<file path="src/ipgc_pkg.sv">
// ipgc_pkg: register map, field positions, reset values and timing for the
// record input path gain control block.
// assumes a 7-bit register address and 9-bit data from the control port decoder.
package ipgc_pkg;
   // ==========================================================
   // register offsets
   localparam logic [6:0] ADDR_BIAS_POWER  = 7'h01;
   localparam logic [6:0] ADDR_INPUT_POWER = 7'h02;
   localparam logic [6:0] ADDR_ADC_CTL     = 7'h0E;
   localparam logic [6:0] ADDR_LEVEL_SEL   = 7'h20;
   localparam logic [6:0] ADDR_INPUT_CTL   = 7'h2C;
   localparam logic [6:0] ADDR_LEFT_VOL    = 7'h2D;
   localparam logic [6:0] ADDR_RIGHT_VOL   = 7'h2E;
   localparam logic [6:0] ADDR_LEFT_BOOST  = 7'h2F;
   localparam logic [6:0] ADDR_RIGHT_BOOST = 7'h30;
   // ==========================================================
   // field positions
   localparam int VOL_MUTE_BIT   = 6;
   localparam int VOL_ZC_BIT     = 7;
   localparam int VOL_UPD_BIT    = 8;
   localparam int BOOST_P20_BIT  = 8;
   localparam int BOOST_LINE_LSB = 4;
   localparam int PWR_MICB_BIT   = 4;
   localparam int PWR_ADCL_BIT   = 0;
   localparam int PWR_ADCR_BIT   = 1;
   localparam int PWR_BSTL_BIT   = 4;
   localparam int PWR_BSTR_BIT   = 5;
   localparam int ADC_INVL_BIT   = 0;
   localparam int ADC_INVR_BIT   = 1;
   localparam int ADC_OSR_BIT    = 3;
   localparam int ADC_CUT_LSB    = 4;
   localparam int ADC_MODE_BIT   = 7;
   localparam int ADC_HPF_BIT    = 8;
   localparam int LVL_SEL_LSB    = 7;
   localparam int INCTL_MBV_BIT  = 8;
   // ==========================================================
   // reset values
   localparam logic [8:0] RST_BIAS_POWER  = 9'h000;
   localparam logic [8:0] RST_INPUT_POWER = 9'h000;
   localparam logic [8:0] RST_ADC_CTL     = 9'h100;
   localparam logic [8:0] RST_LEVEL_SEL   = 9'h000;
   localparam logic [8:0] RST_INPUT_CTL   = 9'h033;
   localparam logic [8:0] RST_BOOST       = 9'h100;
   localparam logic [5:0] RST_GAIN        = 6'h10;
   // ==========================================================
   // zero-cross timeout
   localparam int TIMEOUT_US     = 1000;
   localparam int CLK_MHZ        = 100;
   localparam int TIMEOUT_CYCLES = TIMEOUT_US * CLK_MHZ;
   localparam int SAMPLE_W       = 24;
   // ==========================================================
   // per-channel controls handed to the analogue path
   typedef struct packed {
      logic [5:0] gain;
      logic       mute;
      logic       plus20;
      logic [2:0] aux_gain;
      logic [2:0] line_gain;
      logic       boost_on;
      logic       converter_on;
      logic       sample_invert;
   } ipgc_chan_t;
   typedef enum logic {IPGC_IDLE, IPGC_WAIT} ipgc_upd_t;
endpackage : ipgc_pkg

</file>
<file path="src/ipgc_top.sv">
// ipgc_top: record input path register bank with double-buffered preamp gain.
// assumes wr_en/wr_addr/wr_data come from the control port decoder on clk,
// and that samples and level-controller gains are on clk as well.
`timescale 1ns/100ps
module ipgc_top
   import ipgc_pkg::*;
#(
   parameter int TIMEOUT_CNT = TIMEOUT_CYCLES
) (
   // clock and reset
   input  wire logic                clk,
   input  wire logic                rst,
   // register write port
   input  wire logic                wr_en,
   input  wire logic [6:0]          wr_addr,
   input  wire logic [8:0]          wr_data,
   // register read port
   input  wire logic [6:0]          rd_addr,
   output logic      [8:0]          rd_data,
   // controlled-path samples and level controller gains
   input  wire logic                smp_valid,
   input  wire logic [SAMPLE_W-1:0] left_sample,
   input  wire logic [SAMPLE_W-1:0] right_sample,
   input  wire logic [5:0]          left_level_gain,
   input  wire logic [5:0]          right_level_gain,
   // analogue and filter controls
   output ipgc_chan_t               left_ctl,
   output ipgc_chan_t               right_ctl,
   output logic                     mic_bias_on,
   output logic                     mic_bias_oe_n,
   output logic                     mic_bias_level_sel,
   output logic                     oversample_ratio_sel,
   output logic                     highpass_on,
   output logic                     highpass_mode_sel,
   output logic [2:0]               highpass_cutoff_sel,
   output logic [1:0]               level_ctl_channel_select,
   output logic                     gain_pending
);
   // ==========================================================
   // register storage
   logic [8:0] bias_power_r, input_power_r, adc_ctl_r, level_sel_r, input_ctl_r;
   logic [8:0] boost_r [2];
   logic [7:0] vol_r   [2];
   logic [5:0] gain_act_r [2];
   logic [1:0] pend_r, zc_seen;
   logic       trig;
   logic [$clog2(TIMEOUT_CNT+1)-1:0] tmo_cnt_r;
   logic       tmo_pulse;
   logic [1:0] tmo_seen_r;
   logic [1:0] prev_sign_r;
   logic [SAMPLE_W-1:0] smp [2];
   logic [6:0] vol_addr [2];
   logic [6:0] bst_addr [2];

   assign smp[0] = left_sample;
   assign smp[1] = right_sample;
   assign vol_addr[0] = ADDR_LEFT_VOL;
   assign vol_addr[1] = ADDR_RIGHT_VOL;
   assign bst_addr[0] = ADDR_LEFT_BOOST;
   assign bst_addr[1] = ADDR_RIGHT_BOOST;

   always_ff @(posedge clk) begin
      if (rst) begin
         bias_power_r  <= RST_BIAS_POWER;
         input_power_r <= RST_INPUT_POWER;
         adc_ctl_r     <= RST_ADC_CTL;
         level_sel_r   <= RST_LEVEL_SEL;
         input_ctl_r   <= RST_INPUT_CTL;
      end else if (wr_en) begin
         unique case (wr_addr)
            ADDR_BIAS_POWER:  bias_power_r  <= wr_data;
            ADDR_INPUT_POWER: input_power_r <= wr_data;
            ADDR_ADC_CTL:     adc_ctl_r     <= wr_data;
            ADDR_LEVEL_SEL:   level_sel_r   <= wr_data;
            ADDR_INPUT_CTL:   input_ctl_r   <= wr_data;
            default: ;
         endcase
      end
   end

   // ==========================================================
   // timeout tick; free-running so the force lands 1..2 periods after trigger
   assign tmo_pulse = (tmo_cnt_r == '0);
   always_ff @(posedge clk) begin
      if (rst || tmo_pulse) begin
         tmo_cnt_r <= ($clog2(TIMEOUT_CNT+1))'(TIMEOUT_CNT - 1);
      end else begin
         tmo_cnt_r <= tmo_cnt_r - 1'b1;
      end
   end

   // trigger from either volume register, bit 8 never stored
   assign trig = wr_en && wr_data[VOL_UPD_BIT] &&
                 (wr_addr == ADDR_LEFT_VOL || wr_addr == ADDR_RIGHT_VOL);
   assign gain_pending = |pend_r;

   // ==========================================================
   // per-channel volume, boost and update logic
   for (genvar c = 0; c < 2; c++) begin : g_ch
      logic sgn;
      logic zero;
      assign sgn  = smp[c][SAMPLE_W-1];
      assign zero = (smp[c] == '0);
      assign zc_seen[c] = smp_valid && (zero || (sgn != prev_sign_r[c]));

      always_ff @(posedge clk) begin
         if (rst) begin
            vol_r[c]   <= {2'b00, RST_GAIN};
            boost_r[c] <= RST_BOOST;
         end else if (wr_en) begin
            if (wr_addr == vol_addr[c]) vol_r[c] <= wr_data[7:0];
            if (wr_addr == bst_addr[c]) boost_r[c] <= wr_data;
         end
      end

      always_ff @(posedge clk) begin
         if (rst) begin
            prev_sign_r[c] <= 1'b0;
         end else if (smp_valid) begin
            prev_sign_r[c] <= sgn;
         end
      end

      always_ff @(posedge clk) begin
         if (rst) begin
            pend_r[c]     <= 1'b0;
            tmo_seen_r[c] <= 1'b0;
            gain_act_r[c] <= RST_GAIN;
         end else if (trig && !vol_r[c][VOL_ZC_BIT]) begin
            pend_r[c]     <= 1'b0;
            tmo_seen_r[c] <= 1'b0;
            gain_act_r[c] <= vol_r[c][5:0];
         end else if (trig) begin
            pend_r[c]     <= 1'b1;
            tmo_seen_r[c] <= 1'b0;
         end else if (pend_r[c] && (zc_seen[c] || (tmo_pulse && tmo_seen_r[c]))) begin
            pend_r[c]     <= 1'b0;
            tmo_seen_r[c] <= 1'b0;
            gain_act_r[c] <= vol_r[c][5:0];
         end else if (pend_r[c] && tmo_pulse) begin
            tmo_seen_r[c] <= 1'b1;
         end
      end
   end

   // ==========================================================
   // outputs; level control overrides manual gain on selected side
   assign level_ctl_channel_select = level_sel_r[LVL_SEL_LSB +: 2];
   always_comb begin
      left_ctl  = '0;
      right_ctl = '0;
      left_ctl.gain  = level_ctl_channel_select[1] ? left_level_gain  : gain_act_r[0];
      right_ctl.gain = level_ctl_channel_select[0] ? right_level_gain : gain_act_r[1];
      left_ctl.mute  = vol_r[0][VOL_MUTE_BIT];
      right_ctl.mute = vol_r[1][VOL_MUTE_BIT];
      left_ctl.plus20  = boost_r[0][BOOST_P20_BIT];
      right_ctl.plus20 = boost_r[1][BOOST_P20_BIT];
      left_ctl.aux_gain   = boost_r[0][2:0];
      right_ctl.aux_gain  = boost_r[1][2:0];
      left_ctl.line_gain  = boost_r[0][BOOST_LINE_LSB +: 3];
      right_ctl.line_gain = boost_r[1][BOOST_LINE_LSB +: 3];
      left_ctl.boost_on  = input_power_r[PWR_BSTL_BIT];
      right_ctl.boost_on = input_power_r[PWR_BSTR_BIT];
      left_ctl.converter_on  = input_power_r[PWR_ADCL_BIT];
      right_ctl.converter_on = input_power_r[PWR_ADCR_BIT];
      left_ctl.sample_invert  = adc_ctl_r[ADC_INVL_BIT];
      right_ctl.sample_invert = adc_ctl_r[ADC_INVR_BIT];
   end

   assign mic_bias_on          = bias_power_r[PWR_MICB_BIT];
   assign mic_bias_oe_n        = ~bias_power_r[PWR_MICB_BIT];
   assign mic_bias_level_sel   = input_ctl_r[INCTL_MBV_BIT];
   assign oversample_ratio_sel = adc_ctl_r[ADC_OSR_BIT];
   assign highpass_on          = adc_ctl_r[ADC_HPF_BIT];
   assign highpass_mode_sel    = adc_ctl_r[ADC_MODE_BIT];
   assign highpass_cutoff_sel  = adc_ctl_r[ADC_CUT_LSB +: 3];

   // readback: volume bit 8 reads zero since it is not stored
   always_comb begin
      unique case (rd_addr)
         ADDR_BIAS_POWER:  rd_data = bias_power_r;
         ADDR_INPUT_POWER: rd_data = input_power_r;
         ADDR_ADC_CTL:     rd_data = adc_ctl_r;
         ADDR_LEVEL_SEL:   rd_data = level_sel_r;
         ADDR_INPUT_CTL:   rd_data = input_ctl_r;
         ADDR_LEFT_VOL:    rd_data = {1'b0, vol_r[0]};
         ADDR_RIGHT_VOL:   rd_data = {1'b0, vol_r[1]};
         ADDR_LEFT_BOOST:  rd_data = boost_r[0];
         ADDR_RIGHT_BOOST: rd_data = boost_r[1];
         default:          rd_data = 9'h000;
      endcase
   end

   // ==========================================================
   // checks
   property p_reset_gain;
      @(posedge clk) $fell(rst) |-> gain_act_r[0] == RST_GAIN && gain_act_r[1] == RST_GAIN;
   endproperty
   a_reset_gain: assert property (p_reset_gain) else $error("gain reset wrong");
   property p_mute;
      @(posedge clk) disable iff (rst)
         wr_en && wr_addr == ADDR_LEFT_VOL |=> left_ctl.mute == $past(wr_data[VOL_MUTE_BIT]);
   endproperty
   a_mute: assert property (p_mute) else $error("mute not applied");
   property p_immediate;
      @(posedge clk) disable iff (rst)
         trig && !vol_r[0][VOL_ZC_BIT] |=> gain_act_r[0] == $past(vol_r[0][5:0]) && !pend_r[0];
   endproperty
   a_immediate: assert property (p_immediate) else $error("immediate update missed");
   property p_hold;
      @(posedge clk) disable iff (rst)
         !trig && !pend_r[0] |=> $stable(gain_act_r[0]);
   endproperty
   a_hold: assert property (p_hold) else $error("gain moved without trigger");
   property p_zc_apply;
      @(posedge clk) disable iff (rst)
         pend_r[1] && zc_seen[1] && !trig |=> !pend_r[1] && gain_act_r[1] == $past(vol_r[1][5:0]);
   endproperty
   a_zc_apply: assert property (p_zc_apply) else $error("zero cross update missed");
   property p_timeout;
      @(posedge clk) disable iff (rst)
         pend_r[0] && tmo_pulse && tmo_seen_r[0] && !trig |=> !pend_r[0];
   endproperty
   a_timeout: assert property (p_timeout) else $error("timeout did not force update");
   property p_tick;
      @(posedge clk) disable iff (rst) tmo_pulse |=> !tmo_pulse;
   endproperty
   a_tick: assert property (p_tick) else $error("timeout tick too long");
   property p_level;
      @(posedge clk) disable iff (rst)
         level_ctl_channel_select == 2'b11 |-> left_ctl.gain == left_level_gain
            && right_ctl.gain == right_level_gain;
   endproperty
   a_level: assert property (p_level) else $error("level control not steering gain");
   property p_bias;
      @(posedge clk) disable iff (rst)
         wr_en && wr_addr == ADDR_BIAS_POWER |=>
            mic_bias_oe_n == !$past(wr_data[PWR_MICB_BIT])
            && mic_bias_on == $past(wr_data[PWR_MICB_BIT]);
   endproperty
   a_bias: assert property (p_bias) else $error("bias enable mismatch");
   property p_hpf;
      @(posedge clk) $fell(rst) |-> highpass_on && !highpass_mode_sel && !oversample_ratio_sel;
   endproperty
   a_hpf: assert property (p_hpf) else $error("converter control reset wrong");
   c_immediate: cover property (@(posedge clk) disable iff (rst) trig && !vol_r[0][VOL_ZC_BIT]);
   c_zc: cover property (@(posedge clk) disable iff (rst) pend_r[0] && zc_seen[0]);
   c_tmo: cover property (@(posedge clk) disable iff (rst) pend_r[0] && tmo_pulse && tmo_seen_r[0]);
endmodule : ipgc_top

</file>
<file path="config.mk">
export PLATFORM = sky130hd
export DESIGN_NAME = ipgc_top
export DESIGN_NICKNAME = d
export VERILOG_FILES = /design/src/ipgc_pkg.sv /design/src/ipgc_top.sv
export SDC_FILE = /design/constraint.sdc
export NUM_CORES = 1
export LEC_CHECK = 0
export ABC_AREA = 1
export BUFFER_PORTS_ARGS = -buffer_cell sky130_fd_sc_hd__buf_4
export CAP_MARGIN = 0
export CORE_UTILIZATION = 30
export DETAILED_ROUTE_END_ITERATION = 6
export PLACE_DENSITY = 0.58
export SYNTH_ARGS = -nofsm -noshare
export SYNTH_HDL_FRONTEND = slang
export SYNTH_SLANG_ARGS = --single-unit
</file>
<file path="constraint.sdc">
create_clock -name clk -period 1.55 [get_ports clk]
set_clock_uncertainty 0.05 [all_clocks]
set_input_delay 0.0775 -clock clk [delete_from_list [all_inputs] [get_ports clk]]
set_output_delay 0.0775 -clock clk [all_outputs]
set_load 0.01 [all_outputs]
</file>
Word level (Yosys, flattened, before mapping)
Memory sizes are Yosys's and may differ from the RTL's.
Index checks and enable logic that the tools add are counted.
- register bits after elaboration: 68
- memory bits (writable): 46
- input port bits: 87
- output and inout bits: 55
- memories: 3
- memories (name ; depth ; bits a word ; rd ports ; clocked after Yosys merged registers in ; write ports ; line ; RTL):
    boost_r ; 2 ; 9 ; 2 ; 0 ; 2 ; ipgc_top.sv:42 ; logic [8:0] boost_r [2];
    vol_r ; 2 ; 8 ; 2 ; 0 ; 2 ; ipgc_top.sv:43 ; logic [7:0] vol_r [2];
    gain_act_r ; 2 ; 6 ; 2 ; 0 ; 2 ; ipgc_top.sv:44 ; logic [5:0] gain_act_r [2];
- add/sub/neg operators: 1
- equal/unequal tests: 20
- mux-type cells: 49
- bitwise operators: 9
- reductions and logical operators: 35
- operators with widths (kind ; count):
    7-bit by 6-bit == test with 1-bit output (second input constant) ; 12
    9-bit case mux with 9 select lines ; 1
    24-bit zero test ; 2
    1-bit two-way mux ; 38
    6-bit two-way mux ; 6
    9-bit two-way mux ; 2
    17-bit zero test ; 1
    17-bit by 1-bit subtractor with 17-bit output (second input constant) ; 1
    8-bit two-way mux ; 2
    7-bit by 1-bit == test with 1-bit output (second input constant) ; 2
    7-bit by 2-bit == test with 1-bit output (second input constant) ; 2
    7-bit by 4-bit == test with 1-bit output (second input constant) ; 2
    1-bit logical AND ; 12
    2-bit AND reduction ; 5
    1-bit bitwise OR ; 8
    4-bit OR reduction ; 2
    1-bit logical OR ; 6
    2-bit OR reduction ; 3
    2-bit nonzero test ; 2
    1-bit zero test ; 2
    1-bit != test ; 2
    1-bit inverter ; 1

Depth between registers and ports, before layout
Gate-level depths: netlist (run 1).
- word-level depth: 11
- mapped depth: 10
- mapped depth without buffers: 10

Least setup slack after synthesis (run 1)
OpenSTA, ideal clock, no wires.
- path kind: reg-to-reg
- start point: register tmo_cnt_r[0]
- end point: memory gain_act_r[1][0], enable pin
- setup time: 0.325 ns
- data arrival time: 1.255 ns
- data required time: 1.175 ns
- slack: -0.079 ns
- stages on the path, launching flop included: 9
- path buffers: 0
- period minus slack after synthesis: 1.629 ns
- cell sequence: dfxtp_1 -> inv_1 -> ha_1 -> nand2_1 -> nor2_4 -> nand4_1 -> nand2_1 -> nand3_2 -> nand3_1
- RTL lines (item ; line ; RTL):
    start: declaration ; ipgc_top.sv:47 ; logic [$clog2(TIMEOUT_CNT+1)-1:0] tmo_cnt_r;
    start signal: assignment ; ipgc_top.sv:86 ; tmo_cnt_r <= ($clog2(TIMEOUT_CNT+1))'(TIMEOUT_CNT - 1);
    start signal: assignment ; ipgc_top.sv:88 ; tmo_cnt_r <= tmo_cnt_r - 1'b1;
    end: declaration ; ipgc_top.sv:44 ;

==> results.cfg, run 1 <==
[final_layout]
layout_commonest_cell = buf_4
layout_common_cells = 232 x buf_4, 104 x nor2_1, 99 x nand2_1
drive_gt1_frac = 0.4342
diodes = 0
post-route-util = 0.4621
fin_nets = 1019
area_growth_pct = 50.14
fin_cells = 1176
design_area_sq_um = 8673

[setup_path]
endpoint_kind = primary output
worst_ep_required_time_ps = 1420
cp_data_arrival_time_ps = 1460
start_kind = register
critPathMaxFanout = 2
crit_family = simple AND/OR/NAND/NOR gates
max_stage_delay_ps = 400
critical_path.slowest_cell = edfxtp_1
worstPathCellList = nand3_1 > nand4_1 > nand3b_1 > buf_4
crit_buf_inv = 1
critical_path_class = reg -> out

[power]
vdd.ir_drop.worst_v = 0.0008252
powerDensity_nw_per_um2 = 890.8
cellLeakagePower_nw = 3.742
p_total_mw = 7.726

[routing]
avgViaCountPerCell = 4.689
drc = 0
ant_nets = 0
drt_iter0_drc = 418
drtPass1Iterations = 5
vias = 5514
wl_per_cell_microns = 14.85
routed_wl_microns = 17460

[status]
outcome = complete, but fails checks
violations = setup timing

[timing]
setup_violations = 7
final_hold_viol_count = 0
slew_headroom = 0.6900
achievable-frequency_mhz = 631.2
slew_viol_final = 0
tns_ps = -71.69
min_period_over_period = 1.022
worstMarginPinSlew_ps = 462.1
finalHoldWorstSlack_ps = 38.48
fin_crit_ps = 1584
rsz0062_at_grt = yes
setup_slack_ps = -34.20

[placed_design]
place.gp.congestion = 0.8321
hpwl_microns = 13130
postPlaceCellArea_sq_um = 7458
dp.cells = 1111
port_buffers = 141
place_ws_ps = -152.1

[floorplan]
core-area_sq_um = 18770
dieHeight_microns = 140.8
start_util = 0.3078
die_x_microns = 140.8
io_pins = 142
dieArea_sq_um = 19810
rows = 50

[logic_synthesis]
async_flop_share = 0
ys_types = 47
yosysTopAreaCell = edfxtp_1
synth_area_per_cell_sq_um = 8.229
synthTopCellsByArea = edfxtp_1 24%, dfxtp_1 24%, nand2_1 7.3%
synth-edff-count = 46
synthCells = 702
synth_top_area_frac = 0.2391
syn-num-nets = 791
ys_seq_area_frac = 0.4748
synthesis.area_sq_um = 5777
ys_ff_latch = 114
synth-main-ff-cell = dfxtp_1
yosys_warnings = 0

[global_route]
grt_pass1_wl_microns = 26900
grt_max_degree = 23
track_usage = 0.1782
antenna_found_initial = 0
grt_pass1_vias = 5134
grt_overflow = 0

[run]
maxCapViolCount = 0

[clocking]
clkSlewWorstSetupHoldPaths_ps = 50
clk-insertion-delay-late_ps = 420
clk_path_buf_depth = 2
cts_sinks = 114
numCtsBuffers = 17
root_buffer = clkbuf_16
h-tree-depth = 4
cts_tree = built

[min_path]
hold_class = in -> reg
## final timing paths
kind | slack, ps | to | cells after the start | startpoint
worst max register to register | 0 | gain_act_r[1][3] | 6 | tmo_cnt_r[3]
worst max-delay path | -30 | rd_data[6] | 4 | boost_r[0][6]
worst min register to register | 410 | input_ctl_r[2] | 2 | input_ctl_r[2]
worst min-delay path | 40 | adc_ctl_r[5] | 3 | rst
## kinds of logic after synthesis
kind of cell / after synthesis / synth area share
buffers and inverters: 119 / 0.1033
AND/OR/NAND/NOR: 326 / 0.2679
AO/OA/AOI/OAI: 130 / 0.1304
flip-flops: 114 / 0.4748
multiplexers: 6 / 0.01170
XOR/XNOR: 5 / 0.007582
adder cells (fa/ha/maj): 2 / 0.004331
## Yosys cell counts (2+ instances only)
library cell / count
mux2_2: 6
xor2_1: 2
o22ai_1: 4
or2_2: 2
a211oi_2: 2
dfxtp_1: 68
xnor2_1: 3
a21oi_1: 53
nand3_2: 2
inv_2: 10
buf_6: 5
a211oi_1: 15
clkinv_1: 4
nor2_1: 108
nor2_4: 10
edfxtp_1: 46
nand3b_1: 2
nor2_2: 4
nand2_1: 113
inv_1: 61
buf_2: 2
o211ai_1: 5
o21ai_0: 40
nor3_4: 2
nor3_1: 4
clkbuf_1: 7
nand4_1: 9
a31oi_1: 3
buf_4: 29
o2bb2ai_1: 3
nand2_2: 7
nor3_2: 4
ha_1: 2
nand3_1: 52
## power by group
part,internal [mW],switching [mW]
registers,3.19,0.0393
clock network,2.42,1.33
logic,0.381,0.371
## worst register-to-register path, delay by kind of cell (launching register included)
kind / cells / cell delay [ps]
AND/OR/NAND/NOR: 6 / 900
flip-flops: 1 / 300
## registers in the layout, summed over array words and instances (netlist names)
name,count
boost_r,18
tmo_cnt_r,17
vol_r,16
gain_act_r,12
adc_ctl_r,9
bias_power_r,9
input_ctl_r,9
input_power_r,9
level_sel_r,9
pend_r,2
prev_sign_r,2
tmo_seen_r,2
## metal layers
layer,vias up,global-route usage,share of wire
li1,2784,-,-
met1,2512,0.2374,0.45
met2,186,0.2846,0.47
met3,32,0.03736,0.064
met4,0,0.06465,0.022
met5,-,0,0
## final cells by class
cell class                      instances  area (sq um)
Fill cell                            1819         10090
Multi-Input combinational cell        469          2779
Sequential cell                       114          2753
Timing Repair Buffer                  253          2001
Clock buffer                           20         456.7
Tap cell                              234         292.8
Inverter                               75         281.5
Clock inverter                         11         110.1
## repair_timing
action / CTS / global route
setup buffers: 11 / 16
hold endpoints to repair: 7 / 0
resized for setup: 57 / 51
endpoints found under the setup margin: 37 / 43
pin swaps: 21 / 26
hold buffers: 10 / 0
Power figures use the tool's default switching activity.
==> inputs of run 2 (changes only) <==
ABC_AREA = 0   (was 1)
==> results.cfg, run 2 <==
[timing]
fin_crit_ps = 2149
finalHoldWorstSlack_ps = 12.41
setup_violations = 59
final_hold_viol_count = 0
slew_headroom = 0.7230
worstMarginPinSlew_ps = 413.9
slew_viol_final = 0
min_period_over_period = 1.386
achievable-frequency_mhz = 465.3
setup_slack_ps = -599.1
rsz0062_at_grt = yes

[floorplan]
dieHeight_microns = 139.8
io_pins = 142
start_util = 0.3054
rows = 50
core-area_sq_um = 18640
dieArea_sq_um = 19530
die_x_microns = 139.8

[final_layout]
regMostFlops = boost_r
layout_common_cells = 244 x buf_4, 63 x dfxtp_1, 59 x nor2_1
largest_reg_flops = 18
area_growth_pct = 54.57
layout_commonest_cell = buf_4
fin_cells = 1070
fillers = 1745
reg_top3 = boost_r (18), tmo_cnt_r (17), vol_r (16)
drive_gt1_frac = 0.4402
diodes = 0
fin_nets = 912

[clocking]
root_buffer = clkbuf_16
clkSlewWorstSetupHoldPaths_ps = 50
clk-insertion-delay-late_ps = 420
h-tree-depth = 4
cts_sinks = 114
numCtsBuffers = 17
clk_path_buf_depth = 2
cts_tree = built

[logic_synthesis]
synthesis.area_sq_um = 5693
synth_most_common_cell = dfxtp_1
synth_top_area_frac = 0.2426
syn-num-nets = 669
ys_seq_area_frac = 0.4818
synth_top_cells_by_count = 68 x dfxtp_1, 61 x nor2_1, 56 x nand2_1
synth-edff-count = 46
synth-main-ff-cell = dfxtp_1
synthCells = 580
synth_area_per_cell_sq_um = 9.815
async_flop_share = 0
ys_types = 61
ys_ff_latch = 114
yosys_warnings = 0
synthTopCellsByArea = edfxtp_1 24%, dfxtp_1 24%, mux2i_1 6.7%
yosysTopAreaCell = edfxtp_1

[setup_path]
crit_buf_inv = 0
crit_family = simple AND/OR/NAND/NOR gates
critical_path.slowest_cell = or4_4
r2r_slack_ps = -600
r2r_start = tmo_cnt_r[7]
worstPathCellList = or4_4 > or2_4 > nor3_4 > a21boi_4 > o221ai_4
start_kind = register
max_stage_delay_ps = 530
cp_data_arrival_time_ps = 2190
critical_path_class = reg -> reg
critPathMaxFanout = 6
worst_ep_required_time_ps = 1590
endpoint_kind = register
r2r_end = gain_act_r[0][2]
rr_worst_depth = 5

[global_route]
grt_pass1_vias = 5379
grt_use_met1 = 0.2418
grt_max_degree = 35
grt-busiest-layer = met2
track_usage = 0.1934
grt_util_met2 = 0.3284
grt_pass1_wl_microns = 28570
met3_usage = 0.04646
grt_overflow = 0
antenna_found_initial = 0

[min_path]
min_to = adc_ctl_r[8]
hp-start = wr_data[8]
hold_path_depth = 4
hold_class = in -> reg

[status]
outcome = complete, but fails checks
violations = setup timing

[routing]
routed_wl_microns = 18620
wl_per_cell_microns = 17.40
ant_nets = 0
drt_iter0_drc = 337
avgViaCountPerCell = 4.983
vias = 5332
drtPass1Iterations = 6
drc = 0

[placed_design]
place_ws_ps = -614.4
hpwl_microns = 13850
place.gp.congestion = 0.8900
dp.cells = 1007
port_buffers = 141

[power]
powerDensity_nw_per_um2 = 893.9
vdd.ir_drop.worst_v = 0.0007602
cellLeakagePower_nw = 3.807

[run]
maxCapViolCount = 0
## run 2: cell types whose count changed after synthesis, moves of 14 or more
cell      change
and2_1       +30
a21oi_1      -43
inv_1        -54
nand3_1      -25
clkbuf_1     +14
nand2_1      -57
o21ai_0      -26
nor2_1       -47
a22oi_1      +14
mux2i_1      +38
a211oi_1     -15
## run 2: worst max path at each step
stage / startpoint / to / slack, ps / cells past startpoint
2_1_floorplan: tmo_cnt_r[9] / gain_act_r[1][0] / -560 / 6
3_5_place_dp: tmo_cnt_r[9] / tmo_cnt_r[5] / -610 / 6
5_1_grt: tmo_cnt_r[7] / gain_act_r[0][2] / -650 / 5
6_report: tmo_cnt_r[7] / gain_act_r[0][2] / -600 / 5
3_3_place_gp: tmo_cnt_r[13] / gain_act_r[1][5] / -590 / 6
4_1_cts: tmo_cnt_r[13] / gain_act_r[0][2] / -590 / 5
## run 2: kinds of logic (layout without fill, tap and decap cells)
logic type | Yosys count | count (layout) | synth area share
compound gates | 82 | 82 | 0.1044
xor+xnor | 17 | 17 | 0.02615
fa+ha+maj | 2 | 2 | 0.004395
buf+inv | 60 | 315 | 0.05934
flops | 114 | 114 | 0.4818
mux | 53 | 53 | 0.09648
simple gates | 252 | 253 | 0.2275
## run 2: tightest hold or removal path: cells and delay by family
family                 cells  cell delay [ps]
AND/OR/NAND/NOR            1               60
buffers and inverters      2              240
multiplexers               1               70
## run 2: repair_timing
item,in CTS,in global routing
endpoints found under the setup margin,66,67
pin swaps,21,10
gates cloned,0,1
hold buffers,12,0
setup buffers,11,9
hold endpoints to repair,50,0
resized for setup,41,25
## run 2: metal layers
metal / wire length [microns] / share of wire / up-vias
met4: 227 / 0.012 / 0
li1: - / - / 2554
met5: 0 / 0 / -
met3: 1050 / 0.056 / 21
met1: 8153 / 0.44 / 2591
met2: 9183 / 0.49 / 166
## run 2: metrics by stage
stage	setup TNS [ps]	util	power (mW)	area [sq um]
4_1_cts	-23130	0.4637	7.883	8645
3_3_place_gp	-29940	0.4121	3.996	7684
5_1_grt	-26330	0.4720	8.110	8800
3_5_place_dp	-34460	0.4121	4.011	7684
6_report	-23280	0.4720	7.866	8800
2_1_floorplan	-17770	-	3.534	5823
## run 2: power by group
| group | internal [mW] | leakage [nW] | switching, mW |
|---|---|---|---|
| Clock | 2.48 | 0.278 | 1.35 |
| Combinational | 0.434 | 2.54 | 0.361 |
| Sequential | 3.19 | 0.992 | 0.0505 |
## run 2: layout make-up
class                   count  area (sq um)  share of cell area
flip-flops and latches    114          2751              0.3127
multi-input cells         407          2918              0.3316
clock inverters            10         106.4             0.01209
well taps                 234         292.8             0.03327
inverters                   7         26.28            0.002986
repair buffers            276          2230              0.2534
clock buffers              22         475.5             0.05403
